==> config.mk <==
export PLATFORM = sky130hd
export DESIGN_NAME = mpc_loader
export DESIGN_NICKNAME = d
export VERILOG_FILES = /design/src/inc/mpc_pkg.sv /design/src/core/mpc_pin_decode.sv /design/src/core/mpc_pwm.sv /design/src/core/mpc_loader.sv
export SDC_FILE = /design/constraint.sdc
export NUM_CORES = 1
export LEC_CHECK = 0
export ABC_AREA = 1
export BUFFER_PORTS_ARGS = -buffer_cell sky130_fd_sc_hd__buf_4
export CORE_MARGIN = 1.5
export CORE_UTILIZATION = 48
export DETAILED_ROUTE_END_ITERATION = 6
export MAX_ROUTING_LAYER = met4
export PLACE_DENSITY = 0.68
export SLEW_MARGIN = 20
export SYNTH_ARGS = -nofsm -noshare
export SYNTH_HDL_FRONTEND = slang
export SYNTH_HIERARCHICAL = 1
export SYNTH_SLANG_ARGS = --single-unit
export TNS_END_PERCENT = 10
==> constraint.sdc <==
create_clock -name clk -period 7.4 [get_ports clk]
set_clock_uncertainty 0.2 [all_clocks]
set_input_delay 2.22 -clock clk [delete_from_list [all_inputs] [get_ports clk]]
set_output_delay 2.22 -clock clk [all_outputs]
set_load 0.03 [all_outputs]
==> src/inc/mpc_pkg.sv <==
// Shared constants, carriers and helpers for the multi-mode pin configuration loader.
// Assumes a single 25 MHz clock and synchronous digital views of the pin sense circuits.
package mpc_pkg;
  localparam int CLK_HZ      = 25_000_000;
  localparam int CLK_MHZ     = CLK_HZ / 1_000_000;
  localparam int MS_CYC      = CLK_MHZ * 1000;
  localparam int LOAD_MS     = 5;
  localparam int LOAD_CYC    = LOAD_MS * MS_CYC;
  localparam int PRERAMP_MS  = 2;
  localparam int PRERAMP_CYC = PRERAMP_MS * MS_CYC;
  localparam int MIN_OFF_NS  = 150;
  localparam int MIN_OFF_CYC = (MIN_OFF_NS * CLK_MHZ + 999) / 1000;

  localparam int NPINS    = 4;
  localparam int PIN_ADDR = 0;
  localparam int PIN_LVL  = 1;
  localparam int PIN_SS   = 2;
  localparam int PIN_FREQ = 3;

  localparam logic [7:0] R_STATUS  = 8'h00;
  localparam logic [7:0] R_CTRL    = 8'h01;
  localparam logic [7:0] R_VOUT    = 8'h02;
  localparam logic [7:0] R_VMAX    = 8'h03;
  localparam logic [7:0] R_ADDR    = 8'h04;
  localparam logic [7:0] R_FREQ    = 8'h05;
  localparam logic [7:0] R_SS      = 8'h06;
  localparam logic [7:0] R_COMP    = 8'h07;
  localparam logic [7:0] R_UV      = 8'h08;
  localparam logic [7:0] R_OT      = 8'h09;
  localparam logic [7:0] R_OC      = 8'h0A;
  localparam logic [7:0] R_UVLO    = 8'h0B;
  localparam logic [7:0] R_ALERT   = 8'h0C;
  localparam logic [7:0] R_PINKIND = 8'h0D;

  localparam int CTRL_RESTORE = 0;
  localparam int CTRL_OPEN    = 1;
  localparam int AL_UV        = 0;
  localparam int AL_OT        = 1;
  localparam int AL_UVLO      = 2;
  localparam int AL_OC        = 3;

  localparam logic [15:0] VOUT_RST  = 16'h04B0;
  localparam logic [15:0] UV_RST    = 16'h03E8;
  localparam logic [15:0] OT_RST    = 16'h007D;
  localparam logic [15:0] OC_RST    = 16'h2328;
  localparam logic [15:0] UVLO_RST  = 16'h1194;
  localparam logic [7:0]  COMP_RST  = 8'h42;
  localparam logic [15:0] FREQ_LO   = 16'h0064;
  localparam logic [15:0] FREQ_OP   = 16'h0032;
  localparam logic [15:0] FREQ_HI   = 16'h0019;
  localparam logic [15:0] FREQ_BASE = 16'h0010;
  localparam logic [15:0] FREQ_STEP = 16'h0004;
  localparam logic [15:0] SS_LO     = 16'h0000;
  localparam logic [15:0] SS_OP     = 16'h0005;
  localparam logic [15:0] SS_HI     = 16'h000A;
  localparam logic [15:0] SS_STEP   = 16'h0001;
  localparam logic [15:0] ADDR_LO   = 16'h0020;
  localparam logic [15:0] ADDR_OP   = 16'h0021;
  localparam logic [15:0] ADDR_HI   = 16'h0022;
  localparam logic [15:0] ADDR_BASE = 16'h0040;
  localparam logic [15:0] LVL_LO    = 16'h04B0;
  localparam logic [15:0] LVL_OP    = 16'h05DC;
  localparam logic [15:0] LVL_HI    = 16'h0CE4;
  localparam logic [4:0]  CODE_MAX  = 5'h1E;

  localparam logic [15:0] VOUT_TAB [31] = '{
    16'h0258, 16'h02BC, 16'h02EE, 16'h0320, 16'h0384, 16'h03E8, 16'h044C, 16'h04B0,
    16'h04E2, 16'h0514, 16'h0578, 16'h05DC, 16'h0640, 16'h06A4, 16'h0708, 16'h076C,
    16'h07D0, 16'h0834, 16'h0898, 16'h08FC, 16'h0960, 16'h09C4, 16'h0A28, 16'h0A8C,
    16'h0AF0, 16'h0B54, 16'h0BB8, 16'h0C1C, 16'h0C80, 16'h0CE4, 16'h1388};

  typedef enum logic [1:0] {
    PK_LOW  = 2'b00,
    PK_OPEN = 2'b01,
    PK_HIGH = 2'b10,
    PK_RES  = 2'b11
  } mpc_kind_t;

  typedef enum logic [2:0] {
    ST_NVM   = 3'b000,
    ST_PINS  = 3'b001,
    ST_IDLE  = 3'b010,
    ST_DELAY = 3'b011,
    ST_RUN   = 3'b100
  } mpc_state_t;

  typedef struct packed {
    logic       below_lo;
    logic       above_hi;
    logic       res_seen;
    logic [4:0] res_code;
  } mpc_pin_t;

  typedef struct packed {
    logic [15:0] vin_mv;
    logic [15:0] vout_mv;
    logic [15:0] iout_ma;
    logic [15:0] temp_c;
  } mpc_mon_t;

  typedef struct packed {
    logic        wr;
    logic        rd;
    logic [7:0]  addr;
    logic [15:0] wdata;
  } mpc_req_t;

  function automatic logic [15:0] mpc_pick(mpc_kind_t k, logic [4:0] c, logic [15:0] lo,
                                           logic [15:0] op, logic [15:0] hi,
                                           logic [15:0] base, logic [15:0] step);
    logic [15:0] r;
    r = base + 16'(16'(c) * step);
    if (k == PK_LOW) r = lo;
    else if (k == PK_OPEN) r = op;
    else if (k == PK_HIGH) r = hi;
    return r;
  endfunction

  function automatic logic [15:0] mpc_vout(mpc_kind_t k, logic [4:0] c);
    return mpc_pick(k, c, LVL_LO, LVL_OP, LVL_HI, VOUT_TAB[c], 16'h0000);
  endfunction
endpackage

==> src/core/mpc_pin_decode.sv <==
// Classifies one multi-mode pin from its comparator and resistor sense views.
// Assumes the resistor sense already quantised the resistance into a bin code.
`timescale 1ns/1ns
module mpc_pin_decode (
  input  wire mpc_pkg::mpc_pin_t  pin,
  output mpc_pkg::mpc_kind_t      kind,
  output logic [4:0]              idx
);
  import mpc_pkg::*;

  // A finite resistor pulls the pin partway, so it is checked before the low comparator.
  assign kind = pin.above_hi ? PK_HIGH :
                pin.res_seen ? PK_RES  :
                pin.below_lo ? PK_LOW  : PK_OPEN;
  // Codes past the last bin saturate rather than alias onto a small value.
  assign idx  = (kind == PK_RES) ?
                ((pin.res_code > CODE_MAX) ? CODE_MAX : pin.res_code) :
                {3'b000, kind};
endmodule

==> src/core/mpc_pwm.sv <==
// Constant frequency modulator for the two power switches.
// Assumes the period and duty come from registers of the caller and change at any time.
`timescale 1ns/1ns
module mpc_pwm #(
  parameter int MIN_OFF = mpc_pkg::MIN_OFF_CYC
) (
  input  wire logic       clk,
  input  wire logic       nrst,
  input  wire logic       run,
  input  wire logic [7:0] period,
  input  wire logic [7:0] duty,
  output logic            hs_on,
  output logic            ls_on
);
  import mpc_pkg::*;
  logic [7:0] cnt_r;
  logic [7:0] cnt_nxt;
  logic [7:0] dmax;
  logic [7:0] dcap;

  assign cnt_nxt = (!run || cnt_r >= period - 8'h01) ? 8'h00 : cnt_r + 8'h01;
  // Short periods could underflow the cap, so the cap floors at zero.
  assign dmax    = (period > 8'(MIN_OFF)) ? period - 8'(MIN_OFF) : 8'h00;
  assign dcap    = (duty > dmax) ? dmax : duty;

  always_ff @(posedge clk or negedge nrst) begin
    if (!nrst) begin
      cnt_r <= 8'h00;
      hs_on <= 1'b0;
      ls_on <= 1'b0;
    end else begin
      cnt_r <= cnt_nxt;
      hs_on <= run && (cnt_nxt < dcap);
      ls_on <= run && !(cnt_nxt < dcap);
    end
  end
endmodule

==> src/core/mpc_loader.sv <==
// Configuration front end of a digital step-down converter: pin sampling and register port.
// Assumes synchronous pin sense, monitor samples and enable; one 25 MHz clock domain.
//
// Chosen here: the register addresses and strobed register access.
`timescale 1ns/1ns
module mpc_loader #(
  parameter int LOAD_CYC    = mpc_pkg::LOAD_CYC,
  parameter int PRERAMP_CYC = mpc_pkg::PRERAMP_CYC,
  parameter int MS_CYC      = mpc_pkg::MS_CYC
) (
  input  wire logic                         clk,
  input  wire logic                         nrst,
  input  wire mpc_pkg::mpc_pin_t [3:0]      pins,
  input  wire logic                         en,
  input  wire mpc_pkg::mpc_mon_t            mon,
  input  wire mpc_pkg::mpc_req_t            req,
  output logic [15:0]                       rdata,
  output logic [6:0]                        smbus_addr,
  output logic [15:0]                       vout_max,
  output logic                              ready,
  output logic                              pgood,
  output logic                              alert,
  output logic                              high_side_switch,
  output logic                              low_side_switch
);
  import mpc_pkg::*;

  mpc_state_t  state_r;
  mpc_state_t  state_nxt;
  logic [23:0] cnt_r;
  logic [23:0] cnt_nxt;
  logic [23:0] delay_cyc;
  mpc_kind_t   kind [NPINS];
  logic [4:0]  idx [NPINS];
  logic [7:0]  kinds_r;
  logic [15:0] vout_r;
  logic [15:0] vmax_r;
  logic [6:0]  addr_r;
  logic [7:0]  freq_r;
  logic [15:0] ss_r;
  logic [7:0]  comp_r;
  logic [15:0] uv_r;
  logic [15:0] ot_r;
  logic [15:0] oc_r;
  logic [15:0] uvlo_r;
  logic        open_r;
  logic [3:0]  alert_r;
  logic [3:0]  alert_set;
  logic [3:0]  alert_clr;
  logic [15:0] rdata_nxt;
  logic [15:0] lvl_mv;
  logic [16:0] vmax_calc;
  logic        busy;
  logic        wr_ok;
  logic        rd_ok;
  logic        restore;
  logic        sample;
  logic        running;
  logic        enable;
  logic signed [23:0] err;
  logic signed [23:0] p_term;
  logic signed [23:0] integ_r;
  logic signed [23:0] sum;
  logic [7:0]  duty_r;
  logic [7:0]  duty_nxt;

  for (genvar i = 0; i < NPINS; i++) begin : g_pin
    mpc_pin_decode u_dec (
      .pin  (pins[i]),
      .kind (kind[i]),
      .idx  (idx[i])
    );
  end

  // Loading window: bus and enable are both ignored until the pins are in.
  assign busy      = (state_r == ST_NVM) || (state_r == ST_PINS);
  assign wr_ok     = req.wr && !busy;
  assign rd_ok     = req.rd && !busy;
  assign restore   = wr_ok && (req.addr == R_CTRL) && req.wdata[CTRL_RESTORE];
  assign sample    = (state_r == ST_PINS);
  assign running   = (state_r == ST_RUN);
  assign enable    = (en || open_r) && (mon.vin_mv >= uvlo_r);
  assign delay_cyc = 24'(PRERAMP_CYC) + 24'(32'(ss_r) * MS_CYC);
  assign lvl_mv    = mpc_vout(kind[PIN_LVL], idx[PIN_LVL]);
  assign vmax_calc = 17'(({1'b0, lvl_mv} * 17'h0000B) / 17'h0000A);

  // Sequencer.
  always_comb begin
    state_nxt = state_r;
    cnt_nxt   = cnt_r + 24'h000001;
    case (state_r)
      ST_NVM: begin
        if (cnt_r >= 24'(LOAD_CYC - 1)) begin
          state_nxt = ST_PINS;
        end
      end
      ST_PINS: begin
        state_nxt = ST_IDLE;
      end
      ST_IDLE: begin
        cnt_nxt = 24'h000000;
        if (enable) begin
          state_nxt = ST_DELAY;
        end
      end
      ST_DELAY: begin
        if (!enable) begin
          state_nxt = ST_IDLE;
        end else if (cnt_r >= delay_cyc - 24'h000001) begin
          state_nxt = ST_RUN;
        end
      end
      ST_RUN: begin
        if (!enable) begin
          state_nxt = ST_IDLE;
        end
      end
      default: begin
        state_nxt = ST_NVM;
      end
    endcase
    if (restore) begin
      state_nxt = ST_NVM;
    end
    if (state_nxt != state_r) begin
      cnt_nxt = 24'h000000;
    end
  end

  always_ff @(posedge clk or negedge nrst) begin
    if (!nrst) begin
      state_r <= ST_NVM;
      cnt_r   <= 24'h000000;
    end else begin
      state_r <= state_nxt;
      cnt_r   <= cnt_nxt;
    end
  end

  // Pin-fixed values: written only by sampling, never by the bus.
  always_ff @(posedge clk or negedge nrst) begin
    if (!nrst) begin
      addr_r  <= 7'h00;
      vmax_r  <= 16'h0000;
      kinds_r <= 8'h00;
    end else if (sample) begin
      addr_r  <= 7'(mpc_pick(kind[PIN_ADDR], idx[PIN_ADDR], ADDR_LO, ADDR_OP,
                             ADDR_HI, ADDR_BASE, 16'h0001));
      vmax_r  <= vmax_calc[15:0];
      kinds_r <= {kind[3], kind[2], kind[1], kind[0]};
    end
  end

  // Overridable values: pins load vout, freq and ss, reset sets the rest; later bus writes replace them.
  always_ff @(posedge clk or negedge nrst) begin
    if (!nrst) begin
      vout_r <= VOUT_RST;
      freq_r <= FREQ_LO[7:0];
      ss_r   <= SS_LO;
      comp_r <= COMP_RST;
      uv_r   <= UV_RST;
      ot_r   <= OT_RST;
      oc_r   <= OC_RST;
      uvlo_r <= UVLO_RST;
      open_r <= 1'b0;
    end else if (sample) begin
      vout_r <= lvl_mv;
      freq_r <= 8'(mpc_pick(kind[PIN_FREQ], idx[PIN_FREQ], FREQ_LO, FREQ_OP,
                            FREQ_HI, FREQ_BASE, FREQ_STEP));
      ss_r   <= mpc_pick(kind[PIN_SS], idx[PIN_SS], SS_LO, SS_OP, SS_HI,
                         16'h0000, SS_STEP);
    end else if (wr_ok) begin
      if (req.addr == R_VOUT) vout_r <= req.wdata;
      else if (req.addr == R_FREQ) freq_r <= req.wdata[7:0];
      else if (req.addr == R_SS) ss_r <= req.wdata;
      else if (req.addr == R_COMP) comp_r <= req.wdata[7:0];
      else if (req.addr == R_UV) uv_r <= req.wdata;
      else if (req.addr == R_OT) ot_r <= req.wdata;
      else if (req.addr == R_OC) oc_r <= req.wdata;
      else if (req.addr == R_UVLO) uvlo_r <= req.wdata;
      else if (req.addr == R_CTRL) open_r <= req.wdata[CTRL_OPEN];
    end
  end

  // Monitors: sticky alerts, a new event beats a same-cycle clear.
  assign alert_set[AL_UV]   = running && (mon.vout_mv < uv_r);
  assign alert_set[AL_OT]   = mon.temp_c > ot_r;
  assign alert_set[AL_UVLO] = !busy && (mon.vin_mv < uvlo_r);
  assign alert_set[AL_OC]   = mon.iout_ma > oc_r;
  assign alert_clr          = (wr_ok && req.addr == R_ALERT) ? req.wdata[3:0] : 4'h0;

  always_ff @(posedge clk or negedge nrst) begin
    if (!nrst) begin
      alert_r <= 4'h0;
    end else begin
      alert_r <= (alert_r & ~alert_clr) | alert_set;
    end
  end

  // Compensation: gain and integral shift are packed in one register.
  assign err      = 24'(signed'({8'h00, vout_r})) - 24'(signed'({8'h00, mon.vout_mv}));
  assign p_term   = err >>> comp_r[3:0];
  assign sum      = p_term + integ_r;
  assign duty_nxt = sum[23] ? 8'h00 : (sum > 24'sh0000FF) ? 8'hFF : sum[7:0];

  always_ff @(posedge clk or negedge nrst) begin
    if (!nrst) begin
      integ_r <= 24'sh000000;
      duty_r  <= 8'h00;
    end else if (!running) begin
      integ_r <= 24'sh000000;
      duty_r  <= 8'h00;
    end else begin
      integ_r <= integ_r + (err >>> comp_r[7:4]);
      duty_r  <= duty_nxt;
    end
  end

  mpc_pwm u_pwm (
    .clk    (clk),
    .nrst   (nrst),
    .run    (running),
    .period (freq_r),
    .duty   (duty_r),
    .hs_on  (high_side_switch),
    .ls_on  (low_side_switch)
  );

  // Read decode; traffic during loading reads back as zero.
  always_comb begin
    rdata_nxt = 16'h0000;
    if (!rd_ok) rdata_nxt = 16'h0000;
    else if (req.addr == R_STATUS) rdata_nxt = {11'h000, pgood, ready, state_r};
    else if (req.addr == R_CTRL) rdata_nxt = {14'h0000, open_r, 1'b0};
    else if (req.addr == R_VOUT) rdata_nxt = vout_r;
    else if (req.addr == R_VMAX) rdata_nxt = vmax_r;
    else if (req.addr == R_ADDR) rdata_nxt = {9'h000, addr_r};
    else if (req.addr == R_FREQ) rdata_nxt = {8'h00, freq_r};
    else if (req.addr == R_SS) rdata_nxt = ss_r;
    else if (req.addr == R_COMP) rdata_nxt = {8'h00, comp_r};
    else if (req.addr == R_UV) rdata_nxt = uv_r;
    else if (req.addr == R_OT) rdata_nxt = ot_r;
    else if (req.addr == R_OC) rdata_nxt = oc_r;
    else if (req.addr == R_UVLO) rdata_nxt = uvlo_r;
    else if (req.addr == R_ALERT) rdata_nxt = {12'h000, alert_r};
    else if (req.addr == R_PINKIND) rdata_nxt = {8'h00, kinds_r};
  end

  always_ff @(posedge clk or negedge nrst) begin
    if (!nrst) begin
      rdata <= 16'h0000;
      ready <= 1'b0;
      pgood <= 1'b0;
      alert <= 1'b0;
    end else begin
      rdata <= rdata_nxt;
      ready <= !busy && !(state_nxt == ST_NVM);
      pgood <= (state_nxt == ST_RUN) && (mon.vout_mv >= uv_r);
      alert <= |((alert_r & ~alert_clr) | alert_set);
    end
  end

  assign smbus_addr = addr_r;
  assign vout_max   = vmax_r;
endmodule

After elaboration in Yosys (flattened, before gate mapping)
Memory sizes are Yosys's and may differ from the RTL's.
Cells that the tools add are included.
Widths: inputs -> output; s select.
{ "op_classes": {"n_lt_le_gt_ge": 18, "n_reduce_logical": 40, "eq_ne": 33, "n_div": 1, "bitwise_logic": 13, "multipliers": 2, "addsub": 11, "muxes": 78, "n_shift": 2} }
{ "op_table": {"columns": ["cell", "n"], "rows": [
  ["$mux 16", 26],
  ["$mux 8", 15],
  ["$mux 24", 3],
  ["$mux 5", 11],
  ["$add 24x24->24", 2],
  ["$eq 8x4->1 const B", 6],
  ["$sshr 17x4->24", 2],
  ["$eq 8x3->1 const B", 4],
  ["$ge 16x16->1", 2],
  ["$gt 16x16->1", 2],
  ["$lt 16x16->1", 2],
  ["$add 16x24->24 const A", 1],
  ["$add 24x1->24 const B", 1],
  ["$ge 24x17->1 const B", 1],
  ["$ge 24x24->1", 1],
  ["$gt 24x9->1 const B", 1],
  ["$sub 24x1->24 const B", 1],
  ["$mul 16x12->21 const B", 1],
  ["$mux 7", 3],
  ["$gt 5x5->1 const B", 4],
  ["$mux 3", 6],
  ["$div 17x4->17 const B", 1],
  ["$mul 16x4->17 const B", 1],
  ["$sub 16x16->17", 1],
  ["45 further kinds", 100]
]} }
{ "totals": {"mem_bits_ro": 512, "out_inout_bits": 44, "elab_cells": 223, "regBits": 236, "mem_count": 1, "input_bits": 125} }
{ "memory_table": {"columns": ["memory", "depth", "width", "rd", "rd_clocked_by_memory_dff", "wr", "line_no", "source"], "rows": [
  ["(no name shown)", 32, 16, 1, 0, 0, "mpc_pkg.sv:120", "return mpc_pick(k, c, LVL_LO, LVL_OP, LVL_HI, VOUT_TAB[c], 16'h0000);"]
]} }

Depth between registers and ports, before layout
Gate-level depths: netlist of run 1.
{ "depth": {"ltp_word": 16, "mapped_depth": 114, "mapped_depth_nobuf": 112} }

By module
The synthesis of run 1 kept the hierarchy.
{ "modules_own_cells": {"columns": ["mod", "cells_per_inst", "area_each_um2", "instances", "seq_area_each_um2"], "rows": [
  ["mpc_loader", 3479, 24124.4, 1, 5644.2],
  ["mpc_pwm", 187, 1325.0, 1, 250.2],
  ["mpc_pin_decode", 22, 98.8, 4, 0.0]
]} }

Worst setup path before layout of run 1
No wires, ideal clock.
{ "synth_path": {"path_kind": "input -> register", "startpoint": "in pins[13] (netlist name)", "endpoint": "reg vmax_r[0], in the netlist vout_max[0]", "t_arrival_ns": 12.746, "n_path_buf": 4, "path_slack_ns": -5.662, "required_time_ns": 7.083, "path_stages": 102, "setup_time_ns": 0.117, "cell_sequence": "inv_2 > a21oi_4 > nand2_1 > nand2_1 > inv_1 > ha_1 > nor2_1 > inv_1 > a311oi_1 > o31ai_1 > nand2_1 > inv_1 > ha_1 > inv_1 > fa_1 > inv_1 > ha_1 > nand2_1 > [... 66 more ...] > nand2_4 > nand2_1 > nand2_1 > nand2_4 > nand2_4 > nand3_2 > nor2_4 > nand2_1 > nand2_2 > inv_4 > nand2_4 > nand3_4 > nand2_1 > nand2_1 > nor2_1 > nand3_1 > nand2_1 > nand2_1"} }
{ "synth_rtl": {"columns": ["item", "line_no", "source"], "rows": [
  ["start, declared", "mpc_loader.sv:13", "input wire mpc_pkg::mpc_pin_t [3:0] pins,"],
  ["end signal, assigned", "mpc_loader.sv:149", "vmax_r <= vmax_calc[15:0];"],
  ["end, declared", "mpc_loader.sv:37", "logic [15:0] vmax_r;"]
]} }

==> flow_metrics.tcl, run 1 <==
set metrics [dict create \
    finalCritPeriodShare_pct 177 \
    via_per_inst 5.28 \
    instances_no_fill 5169 \
    h-tree-depth 1 \
    io_pins 169 \
    synth_cell_type_count 73 \
    placed_area_um2 31700 \
    setup_slack_ns -5.68 \
    grt_max_degree 129 \
    die_w_um 235 \
    violations "setup timing" \
    synth_top_area_share_pct 19.7 \
    syn_area_um2 25800 \
    antenna_found_initial 1 \
    dp.final_hpwl_um 65000 \
    crit_required_ns 7.65 \
    worst_setup_path_end_kind "flop" \
    avgRoutedWirePerCell_um 16.1 \
    cp_num_buf_inv 19 \
    hold_violations 0 \
    fp.coreArea_um2 52900 \
    die_y_um 235 \
    placed_cells 5019 \
    setup_violations 36 \
    nets 4922 \
    crit_fanout 8 \
    worstPathArrival_ns 13.33 \
    crit_path_start_kind "input port" \
    slew_headroom_pct 29.3 \
    cts_buffers 29 \
    ys_warn_count 6 \
    grt_pass1_wl_um 130000 \
    rows 84 \
    hp-class "flop to flop" \
    layout-drive-gt1-share_pct 29.9 \
    async_flop_share_pct 100 \
    area_growth_pct 34.9 \
    cp_slowest_cell "fa_1" \
    synth_seq_cells 234 \
    crit_type "input port to flop" \
    synth_area_leaders "dfrtp_1 (20%), ha_1 (14%), nand2_1 (13%), inv_1 (8.9%), o21ai_0 (6.2%)" \
    die_area_um2 55200 \
    min_path_cells 1 \
    port-buffer-count 166 \
    drv_slew 0 \
    ant_nets 0 \
    drc 0 \
    vias 27300 \
    path_clk_slew_ns 0.06 \
    tritoncts "built" \
    synth_common_cells "nand2_1 (900), inv_1 (616), o21ai_0 (318), ha_1 (285), nor2_1 (273)" \
    firstDrtPassIters 6 \
    worst_pin_slew_ns 1.05 \
    fin_crit_ns 13.08 \
    synth_top_area_cell "dfrtp_1" \
    wirelength_um 83400 \
    yosysMostFrequentCell "nand2_1" \
    clk_root_buffer_cell "clkbuf_16" \
    drtIter0Drc 1771 \
    reg2regPathDepth 57 \
    path_delay_family "simple AND/OR/NAND/NOR gates" \
    rsz0062_at_grt "yes" \
    path_depth 103 \
    syn_avg_cell_area_um2 6.88 \
    max_freq_mhz 76.4 \
    place.gp.congestion 1.01 \
    synth_edf_count 0 \
    seq_area_frac_synth_pct 22.8 \
    status "complete, but fails checks" \
    slowest_delay_ns 0.49 \
    ys_dominant_reg_cell "dfrtp_1" \
    cts.path.max_buffers 3 \
    first_global_vias 26300 \
    grt-ovfl-total 0 \
    cpMostUsedCell "nand2_1" \
    syn_inst 3754 \
    insertion_delay_ns 0.58 \
    grtUsageTotal_pct 29.8 \
    cap_violations 0 \
    clock_sinks 234 \
    final_cell_area_um2 34900 \
    start_util_pct 48.9 \
]
[timing repair]
item / in CTS / in global routing
hold buffers: 0 / 0
cloned: 6 / 1
setup endpoints to repair: 44 / 64
buffers inserted: 53 / 38
pin swaps: 78 / 122
gates resized for setup: 170 / 216
[stage by stage]
step                setup TNS [ns]  utilization, %  hold slack (ns)  setup WS (ns)
finish                      -71.13            65.9            0.267          -5.68
global route               -103.18            65.9            0.291          -6.41
CTS                         -69.19            63.9            0.270          -5.31
detailed placement         -105.40            60.0            0.256          -6.30
global placement           -100.68            60.0            0.260          -5.94
floorplan                   -64.47               -            0.233          -5.13
[layout make-up]
cell class / count / area, um2
clock buffers: 42 / 825
multi-input cells: 2793 / 18900
diodes: 1 / 2.50
repair buffers: 741 / 5760
well taps: 688 / 861
flip-flops and latches: 234 / 5900
clock inverters: 10 / 153
fillers: 4593 / 18000
inverters: 660 / 2510
[routing by layer]
metal / global-route usage [%] / vias to the layer above / routed length, um
met5: - / - / 0
met4: 10.3 / 0 / 3210
met3: 4.68 / 194 / 5530
met1: 37.3 / 12600 / 35700
li1: - / 13700 / -
met2: 49.0 / 808 / 38900
[state kept, by name, summed over array words and instances, names as in the netlist, 4 cells and up]
signal,flops
freq_r,8
duty_r,8
integ_r,24
ss_r,16
vout_r,16
comp_r,8
vout_max,14
uv_r,16
kinds_r,8
smbus_addr,7
ot_r,16
cnt_r,24
oc_r,16
alert_r,4
rdata,16
uvlo_r,16
u_pwm/cnt_r,8
[layout by cell type, fill, tap and decap left out, types with 12 or more instances in the layout]
master / count
fa_1: 51
nor2_2: 35
o21ai_1: 37
a221oi_1: 16
inv_2: 51
o211ai_1: 20
a21oi_1: 172
xor2_1: 59
clkbuf_16: 30
nand2_2: 143
xnor2_1: 38
buf_6: 18
nand3_4: 25
a211oi_1: 14
ha_1: 271
a21oi_2: 15
dfstp_2: 31
o22ai_1: 19
nand2_1: 770
nor3_1: 39
dfrtp_1: 202
nand3_2: 39
nor2_1: 232
nand2_4: 71
or2_2: 12
buf_4: 712
o21ai_2: 14
o21ai_0: 277
nor2_4: 38
a31oi_1: 14
nand3_1: 125
inv_1: 593
o21bai_1: 12
nand4_1: 62
[cells by family (layout without fill, tap and decap cells)]
kind of cell	count (synthesis)	count (layout)	synth area share (%)
xor gates and xnor gates	105	105	3.63
adders and majority gates	338	338	17.9
DFF	234	234	22.8
buffers and inverters	734	1453	10.9
AOI/OAI and AO/OA	698	698	15.6
and+or+nand+nor	1638	1644	29.0
other	1	3	0.0145
muxes	6	6	0.237
[path summary, 6_finish.rpt]
kind / startpoint / end / slack, ns
setup / recovery: pins[9] / vout_max[0]$_DFFE_PN0P_ / -5.68
hold / removal: cnt_r[0]$_DFF_PN0_ / cnt_r[0]$_DFF_PN0_ / 0.27
setup reg to reg: vout_r[0]$_DFFE_PN0P_ / duty_r[3]$_DFF_PN0_ / -0.78
hold reg to reg: cnt_r[0]$_DFF_PN0_ / cnt_r[0]$_DFF_PN0_ / 0.27
max in group asynchronous: nrst / vout_max[10]$_DFFE_PN0P_ / 4.32
min in group asynchronous: nrst / cnt_r[5]$_DFF_PN0_ / 1.45
Power of run 1 is left out: the tool's default activity adds up to more than one toggle a clock period on the data nets, which glitch-free logic cannot reach.
==> run 2: changes to the inputs <==
- CORE_ASPECT_RATIO: default -> 0.7
==> run 2 against run 1 <==
Effect of this change:
- the flow finishes with violations (DRC, setup timing)
- sequential share of layout area fell by 0.23 points
- largest cell class unchanged
- cell count rose by 1.0%
- critical path depth decreased by 4
- die area barely moved
- sequential cell count is the same
==> flow_metrics.tcl, run 2 (synthesized netlist as in run 1, its figures left out) <==
set metrics [dict create \
    h-tree-depth 1 \
    grt_max_degree 126 \
    io_pins 169 \
    dp_slack_ns -6.41 \
    hold_violations 0 \
    multiInputGateArea_um2 19200 \
    crit_required_ns 7.67 \
    cp_slowest_cell "fa_1" \
    drtIter0Drc 2627 \
    path_clk_slew_ns 0.07 \
    max_freq_mhz 75.5 \
    grtUsageTotal_pct 33.0 \
    worst_pin_slew_ns 1.03 \
    violations "DRC, setup timing" \
    clock_sinks 234 \
    cp_num_buf_inv 14 \
    tritoncts "built" \
    path_delay_family "simple AND/OR/NAND/NOR gates" \
    wirelength_um 90900 \
    cts_buffers 27 \
    worstPathArrival_ns 13.51 \
    port-buffer-count 166 \
    status "complete, but fails checks" \
    crit_path_start_kind "input port" \
    cts.path.max_buffers 3 \
    die_w_um 280 \
    antenna_found_initial 2 \
    rsz0062_at_grt "yes" \
    firstDrtPassIters 7 \
    first_global_vias 25700 \
    nets 4940 \
    vias 27900 \
    setup_slack_ns -5.85 \
    avgRoutedWirePerCell_um 17.4 \
    r2r-start "vout_r[0]$_DFFE_PN0P_" \
    cpMostUsedCell "nand2_2" \
    hp-class "flop to flop" \
    clk_root_buffer_cell "clkbuf_16" \
    slew_headroom_pct 31.5 \
    dp.final_hpwl_um 70800 \
    start_util_pct 49.0 \
    drc 2 \
    finalCritPeriodShare_pct 179 \
    die_y_um 197 \
    insertion_delay_ns 0.59 \
    top_regs "cnt_r: 24 flops, integ_r: 24 flops" \
    startpoint "pins[12]" \
    final_cell_area_um2 35300 \
    seqCellArea_um2 5900 \
    hold_start "cnt_r[0]$_DFF_PN0_" \
    final_util_pct 67.0 \
    grt_pass1_wl_um 141000 \
    slowest_delay_ns 0.48 \
    setup_violations 60 \
    drv_slew 0 \
    layout_commonest_cell "nand2_1" \
    grt-ovfl-total 0 \
    layout-drive-gt1-share_pct 31.6 \
    place.gp.congestion 1.00 \
    fillCellCount 4618 \
    via_per_inst 5.34 \
    ant_nets 0 \
    crit_fanout 8 \
    cap_violations 0 \
    fin_crit_ns 13.25 \
    layout_common_cells "nand2_1 (750), buf_4 (722), inv_1 (579)" \
    fp.coreArea_um2 52700 \
    placed_area_um2 31800 \
    die_area_um2 55300 \
    rows 70 \
    area_growth_pct 36.7 \
    worst_setup_path_end_kind "flop" \
    cts_hold_buf 0 \
    crit_type "input port to flop" \
]
## run 2: changes by cell type in the layout (fill, tap and decap cells not counted), moves of 6 or more
cell / change
nor2_2: +9
nand2_4: +14
buf_6: +16
inv_2: +16
buf_4: +10
ha_1: -6
nand2_1: -20
inv_1: -14
nor2_1: -12
nand3_4: +6
## run 2: worst reg2reg max path: cells and delay by family (launching register included)
kind,cells,cell delay (ns)
buf+inv,6,0.76
flops,1,0.38
simple gates,26,2.38
xor+xnor,1,0.14
fa+ha+maj,3,0.96
compound gates,22,3.30
## run 2: timing repair
item,CTS,global route
buffers inserted,74,35
resized for setup,248,259
pin swaps,150,171
cloned,6,0
endpoints found under the setup margin,62,68
## run 2: final timing paths
| kind | to | slack [ns] | cells after the start |
|---|---|---|---|
| max in group asynchronous | cnt_r[12]$_DFF_PN0_ | 4.21 | 2 |
| hold / removal | cnt_r[0]$_DFF_PN0_ | 0.26 | 1 |
| hold reg to reg | cnt_r[0]$_DFF_PN0_ | 0.26 | 1 |
| min in group asynchronous | uvlo_r[3]$_DFFE_PN0P_ | 1.57 | 1 |
| setup / recovery | vout_max[0]$_DFFE_PN0P_ | -5.85 | 99 |
| setup reg to reg | duty_r[3]$_DFF_PN0_ | -0.84 | 58 |
## run 2: per-stage QoR
| stage | hold slack, ns | TNS [ns] | std cells |
|---|---|---|---|
| after floorplan | 0.233 | -64.47 | 3755 |
| after global placement | 0.255 | -106.81 | 5056 |
| after detailed placement | 0.261 | -113.42 | 5057 |
| after CTS | 0.268 | -70.35 | 5186 |
| after global routing | 0.288 | -110.99 | 5220 |
| final | 0.263 | -74.85 | 5221 |
## run 2: layer usage
metal  wire length (um)  vias to the layer above  global-route usage (%)
met4               2090                        0                    6.43
met3               9380                      136                    7.38
li1                   -                    13700                       -
met1              42700                    12900                    48.7
met2              36700                     1139                    45.7
met5                  0                        -                       -
## run 2: area by class of cell
type                            instances  area share, %
Inverter                              660           7.12
Sequential cell                       234           16.7
Timing Repair Buffer                  761           16.7
Tap cell                              720           2.55
Antenna cell                            3         0.0212
Clock inverter                         10          0.358
Clock buffer                           40           2.19
Multi-Input combinational cell       2793           54.4
Power of run 2 is left out for the same reason.
